`src/common/port_stats_pkg.sv`:
```
// Constants for the per-port frame statistics block
package port_stats_pkg;
    // Counter width and register layout
    localparam int unsigned CNT_W = 32;
    localparam int unsigned ADDR_W = 8;
    // Length thresholds in octets, check sequence included
    localparam logic [15:0] LEN_MIN = 16'h0040;    // 64
    localparam logic [15:0] LEN_127 = 16'h007F;
    localparam logic [15:0] LEN_255 = 16'h00FF;
    localparam logic [15:0] LEN_511 = 16'h01FF;
    localparam logic [15:0] LEN_1023 = 16'h03FF;
    localparam logic [15:0] LEN_STD = 16'h05EE;    // 1518
    localparam logic [15:0] LEN_TAG = 16'h05F2;    // 1522
    // Counter indices; byte address is index times four
    localparam int unsigned C_RX_OCT = 0;
    localparam int unsigned C_RX_LT64 = 1;
    localparam int unsigned C_RX_H64 = 2;   // 64 .. 1519-1522, seven bins
    localparam int unsigned C_RX_GT1522 = 9;
    localparam int unsigned C_RX_GOOD = 10;
    localparam int unsigned C_RX_UCAST = 11;
    localparam int unsigned C_RX_MCAST = 12;
    localparam int unsigned C_RX_BCAST = 13;
    localparam int unsigned C_RX_ERR = 14;
    localparam int unsigned C_JABBER = 15;
    localparam int unsigned C_FRAG = 16;
    localparam int unsigned C_ALIGN = 17;
    localparam int unsigned C_FCS = 18;
    localparam int unsigned C_OVERRUN = 19;
    localparam int unsigned C_DISC = 20;    // ten discard reasons, see DISC_*
    localparam int unsigned C_TX_OCT = 30;
    localparam int unsigned C_TX_H64 = 31;  // seven transmit bins
    localparam int unsigned N_CNT = 38;
    // Discard reason bit positions
    localparam int unsigned DISC_N = 10;
    localparam int unsigned DISC_LOCAL = 0;
    localparam int unsigned DISC_PAUSE = 1;
    localparam int unsigned DISC_FTYPE = 2;
    localparam int unsigned DISC_VMEMB = 3;
    localparam int unsigned DISC_VLAN = 4;
    localparam int unsigned DISC_MTREE = 5;
    localparam int unsigned DISC_RSVD = 6;
    localparam int unsigned DISC_STORM = 7;
    localparam int unsigned DISC_CFI = 8;
    localparam int unsigned DISC_CELL = 9;
    // Control register
    localparam logic [ADDR_W-1:0] CTRL_ADDR = 8'hFC;
    localparam int unsigned CTRL_CLEAR = 0;
    localparam int unsigned CTRL_HALFDUP = 1;
    localparam int unsigned CTRL_STORM = 2;
    localparam logic [2:0] CTRL_RST = 3'h0;
    // Bus responses
    localparam logic [1:0] RESP_OK = 2'h0;
    localparam logic [1:0] RESP_SLVERR = 2'h2;
endpackage

```
`src/logic/port_frame_statistics.sv`:
```
// Per-port receive and transmit frame statistics counters with an AXI4-Lite slave
// Functional notes
// - Count all received octets, DA through FCS
// - Bin received frames under 64 octets
// - Bin frames of exactly 64 octets
// - Seven length bins, receive and transmit
// - Count well formed frames over 1522
// - Count good multicast, broadcast excluded
// - Count good broadcast apart from multicast
// - Jabber: over 1518 with bad FCS
// - Fragment count for frames under 64
// - Alignment: 64-1518, bad FCS, odd bits
// - FCS error: 64-1518, bad FCS, whole octets
// - Count frames dropped for port overload
// - Count PAUSE frames, frozen in half duplex
// - Count unacceptable frame type discards
// - Count VLAN ingress filtering discards
// - Count VLAN busy or unconfigured discards
// - Count multicast tree busy discards
// - Count reserved address discards
// - Count broadcast drops while storm guard on
// - Count CFI non-canonical RIF discards
// - Count cell descriptor shortage discards
// - Count same-port destination forwarding discards
`timescale 1ns/1ps
`default_nettype none
module port_frame_statistics (
    // Clock and reset
    input  wire logic                aclk,
    input  wire logic                aresetn,
    // Receive frame status, one-cycle strobe
    input  wire logic                rx_done,
    input  wire logic [15:0]         rx_len,
    input  wire logic                rx_fcs_bad,
    input  wire logic                rx_dribble,
    input  wire logic                rx_mcast,
    input  wire logic                rx_bcast,
    input  wire logic                rx_pause,
    input  wire logic                rx_overrun,
    // Forwarding discard report, one-cycle strobe
    input  wire logic                fwd_drop,
    input  wire logic [9:0]          fwd_reason,
    // Transmit frame status, one-cycle strobe
    input  wire logic                tx_done,
    input  wire logic [15:0]         tx_len,
    // AXI4-Lite write address and data
    input  wire logic [7:0]          s_axi_awaddr,
    input  wire logic                s_axi_awvalid,
    output logic                     s_axi_awready,
    input  wire logic [31:0]         s_axi_wdata,
    input  wire logic [3:0]          s_axi_wstrb,
    input  wire logic                s_axi_wvalid,
    output logic                     s_axi_wready,
    // AXI4-Lite write response
    output logic [1:0]               s_axi_bresp,
    output logic                     s_axi_bvalid,
    input  wire logic                s_axi_bready,
    // AXI4-Lite read
    input  wire logic [7:0]          s_axi_araddr,
    input  wire logic                s_axi_arvalid,
    output logic                     s_axi_arready,
    output logic [31:0]              s_axi_rdata,
    output logic [1:0]               s_axi_rresp,
    output logic                     s_axi_rvalid,
    input  wire logic                s_axi_rready
);
    localparam int unsigned W = port_stats_pkg::CNT_W;

    // Seven-bin histogram index, 64 up to 1522, else 7
    function automatic logic [2:0] bin_of(input logic [15:0] len);
        logic [2:0] b;
        b = 3'h7;
        if (len == port_stats_pkg::LEN_MIN) begin
            b = 3'h0;
        end else if (len > port_stats_pkg::LEN_MIN && len <= port_stats_pkg::LEN_127) begin
            b = 3'h1;
        end else if (len > port_stats_pkg::LEN_127 && len <= port_stats_pkg::LEN_255) begin
            b = 3'h2;
        end else if (len > port_stats_pkg::LEN_255 && len <= port_stats_pkg::LEN_511) begin
            b = 3'h3;
        end else if (len > port_stats_pkg::LEN_511 && len <= port_stats_pkg::LEN_1023) begin
            b = 3'h4;
        end else if (len > port_stats_pkg::LEN_1023 && len <= port_stats_pkg::LEN_STD) begin
            b = 3'h5;
        end else if (len > port_stats_pkg::LEN_STD && len <= port_stats_pkg::LEN_TAG) begin
            b = 3'h6;
        end
        return b;
    endfunction

    // Control and counters
    logic [2:0]   ctrl_q;
    logic         clear_q;
    logic [W-1:0] cnt_q [port_stats_pkg::N_CNT];
    logic [port_stats_pkg::N_CNT-1:0] inc;

    // Receive classification
    wire [2:0] rx_bin      = bin_of(rx_len);
    wire [2:0] tx_bin      = bin_of(tx_len);
    wire       rx_short    = rx_len < port_stats_pkg::LEN_MIN;
    wire       rx_norm     = !rx_short && rx_len <= port_stats_pkg::LEN_STD;
    wire       rx_over_std = rx_len > port_stats_pkg::LEN_STD;
    wire       rx_good     = rx_done && !rx_fcs_bad && !rx_dribble && !rx_short
                             && !rx_overrun;
    wire       rx_align    = rx_done && rx_norm && rx_fcs_bad && rx_dribble;
    wire       rx_fcs      = rx_done && rx_norm && rx_fcs_bad && !rx_dribble;
    wire       rx_jab      = rx_done && rx_over_std && rx_fcs_bad;
    wire       rx_frag     = rx_done && rx_short;
    wire       rx_long     = rx_done && rx_len > port_stats_pkg::LEN_TAG
                             && !rx_fcs_bad && !rx_dribble;
    wire       pause_ok    = rx_done && rx_pause && !rx_fcs_bad
                             && !ctrl_q[port_stats_pkg::CTRL_HALFDUP];
    wire       storm_ok    = fwd_drop && fwd_reason[port_stats_pkg::DISC_STORM]
                             && ctrl_q[port_stats_pkg::CTRL_STORM];

    always_comb begin
        inc = '0;
        inc[port_stats_pkg::C_RX_LT64] = rx_done && rx_short;
        for (int i = 0; i < 7; i++) begin
            inc[port_stats_pkg::C_RX_H64 + i] = rx_done && rx_bin == 3'(i);
            inc[port_stats_pkg::C_TX_H64 + i] = tx_done && tx_bin == 3'(i);
        end
        inc[port_stats_pkg::C_RX_GT1522] = rx_long;
        inc[port_stats_pkg::C_RX_GOOD] = rx_good;
        inc[port_stats_pkg::C_RX_UCAST] = rx_good && !rx_mcast && !rx_bcast;
        inc[port_stats_pkg::C_RX_MCAST] = rx_good && rx_mcast && !rx_bcast;
        inc[port_stats_pkg::C_RX_BCAST] = rx_good && rx_bcast;
        inc[port_stats_pkg::C_RX_ERR] = rx_jab || rx_frag || rx_align || rx_fcs;
        inc[port_stats_pkg::C_JABBER] = rx_jab;
        inc[port_stats_pkg::C_FRAG] = rx_frag;
        inc[port_stats_pkg::C_ALIGN] = rx_align;
        inc[port_stats_pkg::C_FCS] = rx_fcs;
        inc[port_stats_pkg::C_OVERRUN] = rx_done && rx_overrun;
        for (int r = 0; r < port_stats_pkg::DISC_N; r++) begin
            inc[port_stats_pkg::C_DISC + r] = fwd_drop && fwd_reason[r];
        end
        inc[port_stats_pkg::C_DISC + port_stats_pkg::DISC_PAUSE] = pause_ok;
        inc[port_stats_pkg::C_DISC + port_stats_pkg::DISC_STORM] = storm_ok;
    end

    // Octet totals widen a 16-bit length into the counter
    wire [W-1:0] rx_add = {{(W-16){1'b0}}, rx_len};
    wire [W-1:0] tx_add = {{(W-16){1'b0}}, tx_len};

    always_ff @(posedge aclk) begin
        for (int k = 0; k < port_stats_pkg::N_CNT; k++) begin
            if (!aresetn || clear_q) begin
                cnt_q[k] <= '0;
            end else if (k == port_stats_pkg::C_RX_OCT) begin
                if (rx_done) begin
                    cnt_q[k] <= cnt_q[k] + rx_add;
                end
            end else if (k == port_stats_pkg::C_TX_OCT) begin
                if (tx_done) begin
                    cnt_q[k] <= cnt_q[k] + tx_add;
                end
            end else if (inc[k]) begin
                cnt_q[k] <= cnt_q[k] + 1'b1;
            end
        end
    end

    // Write channel: address and data taken in either order
    logic       aw_have_q, w_have_q;
    logic       aw_free_q, w_free_q;
    logic [7:0] aw_q;
    logic [31:0] wd_q;
    logic [3:0] ws_q;
    wire        wr_go  = aw_have_q && w_have_q && !s_axi_bvalid;
    wire        wr_ctl = aw_q == port_stats_pkg::CTRL_ADDR;
    wire        wr_ok  = wr_ctl || (aw_q[7:2] < 6'(port_stats_pkg::N_CNT) && aw_q[1:0] == 2'h0);
    wire        wr_set = wr_go && wr_ctl && ws_q[0];

    always_ff @(posedge aclk) begin
        if (!aresetn) begin
            aw_have_q <= 1'b0;
            w_have_q <= 1'b0;
            aw_free_q <= 1'b1;
            w_free_q <= 1'b1;
            aw_q <= 8'h00;
            wd_q <= 32'h0000_0000;
            ws_q <= 4'h0;
            s_axi_bvalid <= 1'b0;
            s_axi_bresp <= port_stats_pkg::RESP_OK;
            ctrl_q <= port_stats_pkg::CTRL_RST;
            clear_q <= 1'b0;
        end else begin
            if (s_axi_awvalid && s_axi_awready) begin
                aw_have_q <= 1'b1;
                aw_free_q <= 1'b0;
                aw_q <= s_axi_awaddr;
            end
            if (s_axi_wvalid && s_axi_wready) begin
                w_have_q <= 1'b1;
                w_free_q <= 1'b0;
                wd_q <= s_axi_wdata;
                ws_q <= s_axi_wstrb;
            end
            if (wr_go) begin
                aw_have_q <= 1'b0;
                w_have_q <= 1'b0;
                aw_free_q <= 1'b1;
                w_free_q <= 1'b1;
                s_axi_bvalid <= 1'b1;
                s_axi_bresp <= wr_ok ? port_stats_pkg::RESP_OK : port_stats_pkg::RESP_SLVERR;
            end else if (s_axi_bready) begin
                s_axi_bvalid <= 1'b0;
            end
            // Clear bit self-clears after one cycle
            clear_q <= wr_set && wd_q[port_stats_pkg::CTRL_CLEAR];
            if (wr_set) begin
                ctrl_q <= {wd_q[2:1], 1'b0};
            end
        end
    end

    assign s_axi_awready = aw_free_q;
    assign s_axi_wready  = w_free_q;

    // Read channel: one-cycle answer
    wire        rd_ctl = s_axi_araddr == port_stats_pkg::CTRL_ADDR;
    wire [5:0]  rd_idx = s_axi_araddr[7:2];
    wire        rd_hit = rd_idx < 6'(port_stats_pkg::N_CNT) && s_axi_araddr[1:0] == 2'h0;
    wire [31:0] rd_val = rd_ctl ? {29'h0, ctrl_q} : (rd_hit ? cnt_q[rd_idx] : 32'h0000_0000);
    logic       rv_q;
    logic       ar_free_q;

    always_ff @(posedge aclk) begin
        if (!aresetn) begin
            rv_q <= 1'b0;
            ar_free_q <= 1'b1;
            s_axi_rdata <= 32'h0000_0000;
            s_axi_rresp <= port_stats_pkg::RESP_OK;
        end else if (s_axi_arvalid && !rv_q) begin
            rv_q <= 1'b1;
            ar_free_q <= 1'b0;
            s_axi_rdata <= rd_val;
            s_axi_rresp <= (rd_ctl || rd_hit) ? port_stats_pkg::RESP_OK
                                              : port_stats_pkg::RESP_SLVERR;
        end else if (s_axi_rready) begin
            rv_q <= 1'b0;
            ar_free_q <= 1'b1;
        end
    end

    assign s_axi_rvalid  = rv_q;
    assign s_axi_arready = ar_free_q;
endmodule
`default_nettype wire

```
`config.mk`:
```
export PLATFORM = sky130hd
export DESIGN_NAME = port_frame_statistics
export DESIGN_NICKNAME = d
export VERILOG_FILES = /design/src/common/port_stats_pkg.sv /design/src/logic/port_frame_statistics.sv
export SDC_FILE = /design/constraint.sdc
export NUM_CORES = 2
export LEC_CHECK = 0
export BUFFER_PORTS_ARGS = -buffer_cell sky130_fd_sc_hd__buf_2
export CAP_MARGIN = 15
export CORE_UTILIZATION = 42
export CTS_BUF_LIST = sky130_fd_sc_hd__clkbuf_8
export CTS_CLUSTER_SIZE = 24
export DETAILED_ROUTE_END_ITERATION = 7
export SLEW_MARGIN = 30
export SYNTH_ARGS = -nofsm -noshare
export SYNTH_HDL_FRONTEND = slang
export SYNTH_SLANG_ARGS = --single-unit
```
`constraint.sdc`:
```
create_clock -name aclk -period 6.7 [get_ports aclk]
set_input_delay 1.34 -clock aclk [delete_from_list [all_inputs] [get_ports aclk]]
set_output_delay 1.34 -clock aclk [all_outputs]
set_load 0.02 [all_outputs]
```
Word level (Yosys, flattened, before mapping)

Memories as Yosys holds them, arrays and structs flattened.
Index checks and enable logic that the tools add are counted.

Output and inout bits: 41
Memories kept: 1
Word-level logic and storage cells: 405
Bits in writable memories: 1,216
Bits of input ports: 110
Flip-flop bits (word level): 58

Memory list:

| memory | words | width | rd ports | clocked after Yosys merged registers in | write ports | line                        | text |
|---|---|---|---|---|---|---|---|
| cnt_q  | 38    | 32    | 39       | 0                                       | 38          | port_frame_statistics.sv:94 | `logic [W-1:0] cnt_q [port_stats_pkg::N_CNT];` |

$lt $le $gt $ge: 28
Multiplexer cells: 175
$add $sub $neg: 38
Equal/unequal tests: 16
Reduce and logical (&&, ||, !) cells: 93
Bitwise operators: 39

Operators by type and width:

| kind                    | number |
|---|---|
| $mux W32                | 40 |
| $add A32 B1 Y32 const B | 36 |
| $mux W1                 | 121 |
| $logic_and A1 B1 Y1     | 70 |
| $add A32 B16 Y32        | 2 |
| $gt A16 B7 Y1 const B   | 4 |
| $le A16 B11 Y1 const B  | 4 |
| $gt A16 B11 Y1 const B  | 3 |
| $or A1 B1 Y1            | 38 |
| $eq A16 B7 Y1 const B   | 2 |
| $gt A16 B10 Y1 const B  | 2 |
| $gt A16 B8 Y1 const B   | 2 |
| $gt A16 B9 Y1 const B   | 2 |
| $le A16 B10 Y1 const B  | 2 |
| $le A16 B7 Y1 const B   | 2 |
| $le A16 B8 Y1 const B   | 2 |
| $le A16 B9 Y1 const B   | 2 |
| $mux W3                 | 8 |
| $eq A3 B3 Y1 const B    | 6 |
| $eq A8 B8 Y1 const B    | 2 |
| $lt A16 B7 Y1 const B   | 1 |
| $eq A3 B2 Y1 const B    | 4 |
| $lt A6 B6 Y1 const B    | 2 |
| $mux W2                 | 6 |
| other kinds (8)         | 26 |

Logic depth before layout (Yosys ltp)

Depth after elaboration: 15
Gate-level depth with buffers: 11
Gate-level depth less buffers: 9

Least setup slack after synthesis

Ideal clock, no wire load.

Kind: input to register
From: input tx_len[9]
To: memory cnt_q[37][0] (netlist name), enable pin
Required time: 6,230 ps
Setup time: 470 ps
Stages on the path: 5
Buffers on the path: 0
Setup slack: 1,330 ps
Data arrival time: 4,900 ps
Path through: nand4b_1 or3_1 o31ai_1 a21oi_1 o31ai_1

RTL lines:

| item               | line                        | text |
|---|---|---|
| start: declaration | port_frame_statistics.sv:45 | `input wire logic [15:0] tx_len,` |
| end: declaration   | port_frame_statistics.sv:94 |  |

==> flow_results.org <==
** Synth
- The average instance in the mapped netlist occupies 10.88 um^2.
- The share of synthesized area in the top cell type comes to 47.95%.
- After synthesis, the share of flip-flops with an asynchronous set or reset is 0%.
- For this run, the leading register cell type out of synthesis is edfxtp_1.
- Cell area after technology mapping :: about 76,000 um^2
- Counting flops and latches in the post-synthesis netlist gives approximately 1,300.
- Counting flops with a built-in enable in the synthesized netlist gives roughly 1,200.
- Ranked by instance count, the synthesized netlist is headed by nor2_1 (1,288), edfxtp_1 (1,216), xor2_1 (640).
- Synth warn :: 0
- Synthesized instance count :: between 7,000 and 8,000
- Most used standard cell by instance count after synthesis :: nor2_1
- The netlist uses 78 different library cells.
- Biggest area contributors in the synthesized netlist :: edfxtp_1 (48%), mux4_2 (10%), xor2_1 (7.4%), nor2_1 (6.3%), xnor2_1 (4.3%)
- Summed over all instances, the cell type with the most area after synthesis is edfxtp_1.
- Portion of the post-synthesis area used by sequential elements :: between 40% and 50%

** Finish
- The area growth from synthesis to layout is 10.23%.
- In the final layout, the multi-input gates occupy between 30,000 and 40,000 um^2.
- Share of cells above drive strength 1 :: between 10 and 15%
- The final layout contains approximately 7,400 nets.
- Summing all flip-flop and latch instances after layout gives roughly 38,000 um^2.
- Layout filler cell count :: 16,430

** Clocking
- Clock network latency to the later pin of the worst-skew pair :: 1000 ps
- CTS Root Buffer Type :: clkbuf_8
- Clock tree synthesis found a total of 1,272 sinks.
- Once the clock tree was built, the setup fixing pass inserted 0 buffers.
- Clock Tree Buf Depth :: 3
- Post_cts resized :: 0
- Hold repair after CTS inserted 0 buffers.
- The number of clock buffers added by TritonCTS is 220.
- Clock-pin slew was measured on the worst setup and hold paths at 60 ps.
- TritonCTS built the clock tree.
- Count of H-tree levels built during CTS :: 4

** GRT
- For this run the aggregate overflow at the end of global routing stands at 0.
- The number of antenna violations at the first check in global routing is 26.
- Maximum number of pins on one net before global-route repair :: between 90 and 100
- Overall routing resource usage :: a little under a quarter
- Via count of the first global-routing pass :: 53,390
- Wire length of the first global-routing pass :: 332,200 um

** Timing
- Actual transition at the worst max-transition pin :: about 940 ps
- Final critical path time including I/O delays and setup :: 3330 ps
- Setup violations remaining at the end of the flow were counted as 0.
- Summed over all failing endpoints, the final setup total negative slack is 0 ps.
- Derived from the worst setup path, the maximum achievable clock frequency is 300.3 MHz.
- In this run the tightest slew margin relative to its limit is a little over a third.
- Dividing the final minimum period by the clock period gives between 40% and 50%.
- Final count of hold timing violations :: 0
- Max-slew violation count :: 0
- Clock Skews :: roughly 66 ps
- Setup repair after global routing left no endpoint under its margin.
- Post-route worst hold slack :: about 460 ps

** Run status
- Outcome :: finished clean

** Power and ir drop
- Of the total power, the share spent switching nets is between 20% and 30%.
- Switching power summed over all nets :: between 5000 and 6000 uW
- For this design the static power due to leakage is 0.02779 uW.
- Cell-internal power :: between 10,000 and 15,000 uW
- Power density of the placed cells :: between 200 and 250 nW/um^2
- Flop pwr share :: 53.0%
- Of the total power, the clock network draws 36.8%.
- IR analysis of the VDD net gives a maximum drop of ~0.14 mV.
- In this run, the combinational gates consume between 10% and 20% of the power.

** Run
- Across the run, the number of max-cap violations was 0.

** Routing
- The count of nets left with antenna violations once routing finished came out at 0.
- Post-route DRC :: 0
- Vias per Instance :: a little under 6
- Mean routed wirelength per cell :: about 23 um
- Summing over every cut layer, the via total after detailed routing is ~57,000.
- Length of the first detailed-routing pass in iterations :: 6
- Final wirelength :: approximately 220,000 um
- Drt initial violations :: approximately 6,200

** Floorplan
- The floorplan step set the die width to 427.8 um.
- The core region is 179,200 um^2.
- For this design the top-level I/O count stands at ~150.
- Die Outline Area :: around 180,000 um^2
- The die is roughly 430 um tall.
- Standard-cell row count :: 155
- For this configuration, the core starts out at a cell density of 42.50%.

** Setup path
- Critical-path maximum fanout :: 19
- The largest individual stage delay along the critical path comes from the cell a21oi_1.
- Kind of launch point of the worst setup path :: input pin
- The signal on the critical path passes through buf_2 > nand4b_1 > nor4b_1 > o31ai_1 > a21oi_1 > nor2_1 > o21ai_4 > buf_16.
- Data arrives at the worst endpoint at 4000 ps.
- Critical Setup Path Class :: in -> reg
- The worst setup path is captured at a flip-flop.
- For this run, the slowest stage of the critical path takes 610 ps.
- Data on the critical path is required at its endpoint by about 7400 ps.

** Placement
- Final estimated routing congestion in global placement :: roughly 0.91
- Buffers placed on the I/O ports in this run total ~120.
- Total half-perimeter wirelength after legalization and detailed placement :: about 160,000 um

** Worst hold path
- HP Class :: reg -> reg
per-stage QoR:
step	worst slack (ps)	utilization (%)	area (um^2)	cells	power (uW)
after floorplan	1330	-	76160	7003	10740
after global placement	2255	44.44	79630	9298	11490
after detailed placement	2252	44.57	79870	9305	11540
after CTS	3296	46.79	83850	9716	18190
after global routing	3253	46.84	83930	9719	18720
final	3370	46.85	83950	9724	18060
critical path, delay by kind of cell:
| kind | cells | cell delay, ps |
|---|---|---|
| compound gates | 3 | 1400 |
| buf+inv | 2 | 390 |
| simple gates | 3 | 840 |
power by group through the flow:
stage / sequential (uW) / combinational [uW] / clock [uW]
3_3_place_gp: 9710 / 1780 / 0
6_report: 9580 / 1830 / 6650
3_5_place_dp: 9720 / 1820 / 0
2_1_floorplan: 9560 / 1180 / 0
5_1_grt: 9630 / 1950 / 7140
4_1_cts: 9560 / 1820 / 6810
cell usage in the layout, fill, tap and decap left out, drive strengths merged, types with 103 or more instances in the layout:
| master | n |
|---|---|
| a21oi | 137 |
| edfxtp | 1216 |
| nand3 | 452 |
| xor2 | 640 |
| buf | 231 |
| o21ai | 191 |
| and3 | 190 |
| or3 | 122 |
| nor3 | 123 |
| and4 | 103 |
| clkbuf | 227 |
| inv | 291 |
| nand2 | 572 |
| nand4 | 237 |
| mux4 | 352 |
| nor2 | 1291 |
| xnor2 | 377 |
final cells by class:
cell class	count	area share (%)
sequential	1272	44.83
multi-input combinational	5256	43.99
clock buffer	227	3.722
tap	2355	3.510
timing repair buffer	231	2.054
clock inverter	184	1.011
inverter	192	0.8585
antenna	7	0.02087
registers in the layout (all words and copies together), names as in the netlist, 2 cells and up:
register / cells
s_axi_rdata: 32
cnt_q: 1216
ctrl_q: 2
aw_q: 8
wd_q: 3
per-layer routing:
layer	vias up	wire [um]	global-route usage [%]
li1	26030	-	-
met1	28150	94680	33.42
met2	2068	99590	36.21
met3	379	16490	3.771
met4	2	8985	9.470
met5	-	7	0
worst paths after layout:
| kind | from | to | slack, ps | cells after the start |
|---|---|---|---|---|
| max reg2reg | clear_q$_SDFF_PN0_ | cnt_q[5][14]$_SDFFCE_PN0P_ | 3640 | 5 |
| min | aw_q[3]$_SDFFE_PN0P_ | aw_q[3]$_SDFFE_PN0P_ | 460 | 2 |
| max | tx_len[9] | cnt_q[36][25]$_SDFFCE_PN0P_ | 3370 | 8 |
| min reg2reg | aw_q[3]$_SDFFE_PN0P_ | aw_q[3]$_SDFFE_PN0P_ | 460 | 2 |
logic make-up (layout without fill, tap and decap cells):
family / after synthesis / count (layout) / synth area share, %
AOI/OAI and AO/OA: 475 / 475 / 3.736
xor gates and xnor gates: 1017 / 1017 / 11.70
muxes: 385 / 385 / 10.85
DFF: 1272 / 1272 / 49.42
other: 1 / 9 / 0.004924
buffers and inverters: 475 / 834 / 2.476
adders and majority gates: 70 / 70 / 1.170
and+or+nand+nor: 3307 / 3307 / 20.65
Power figures use the tool's default switching activity.
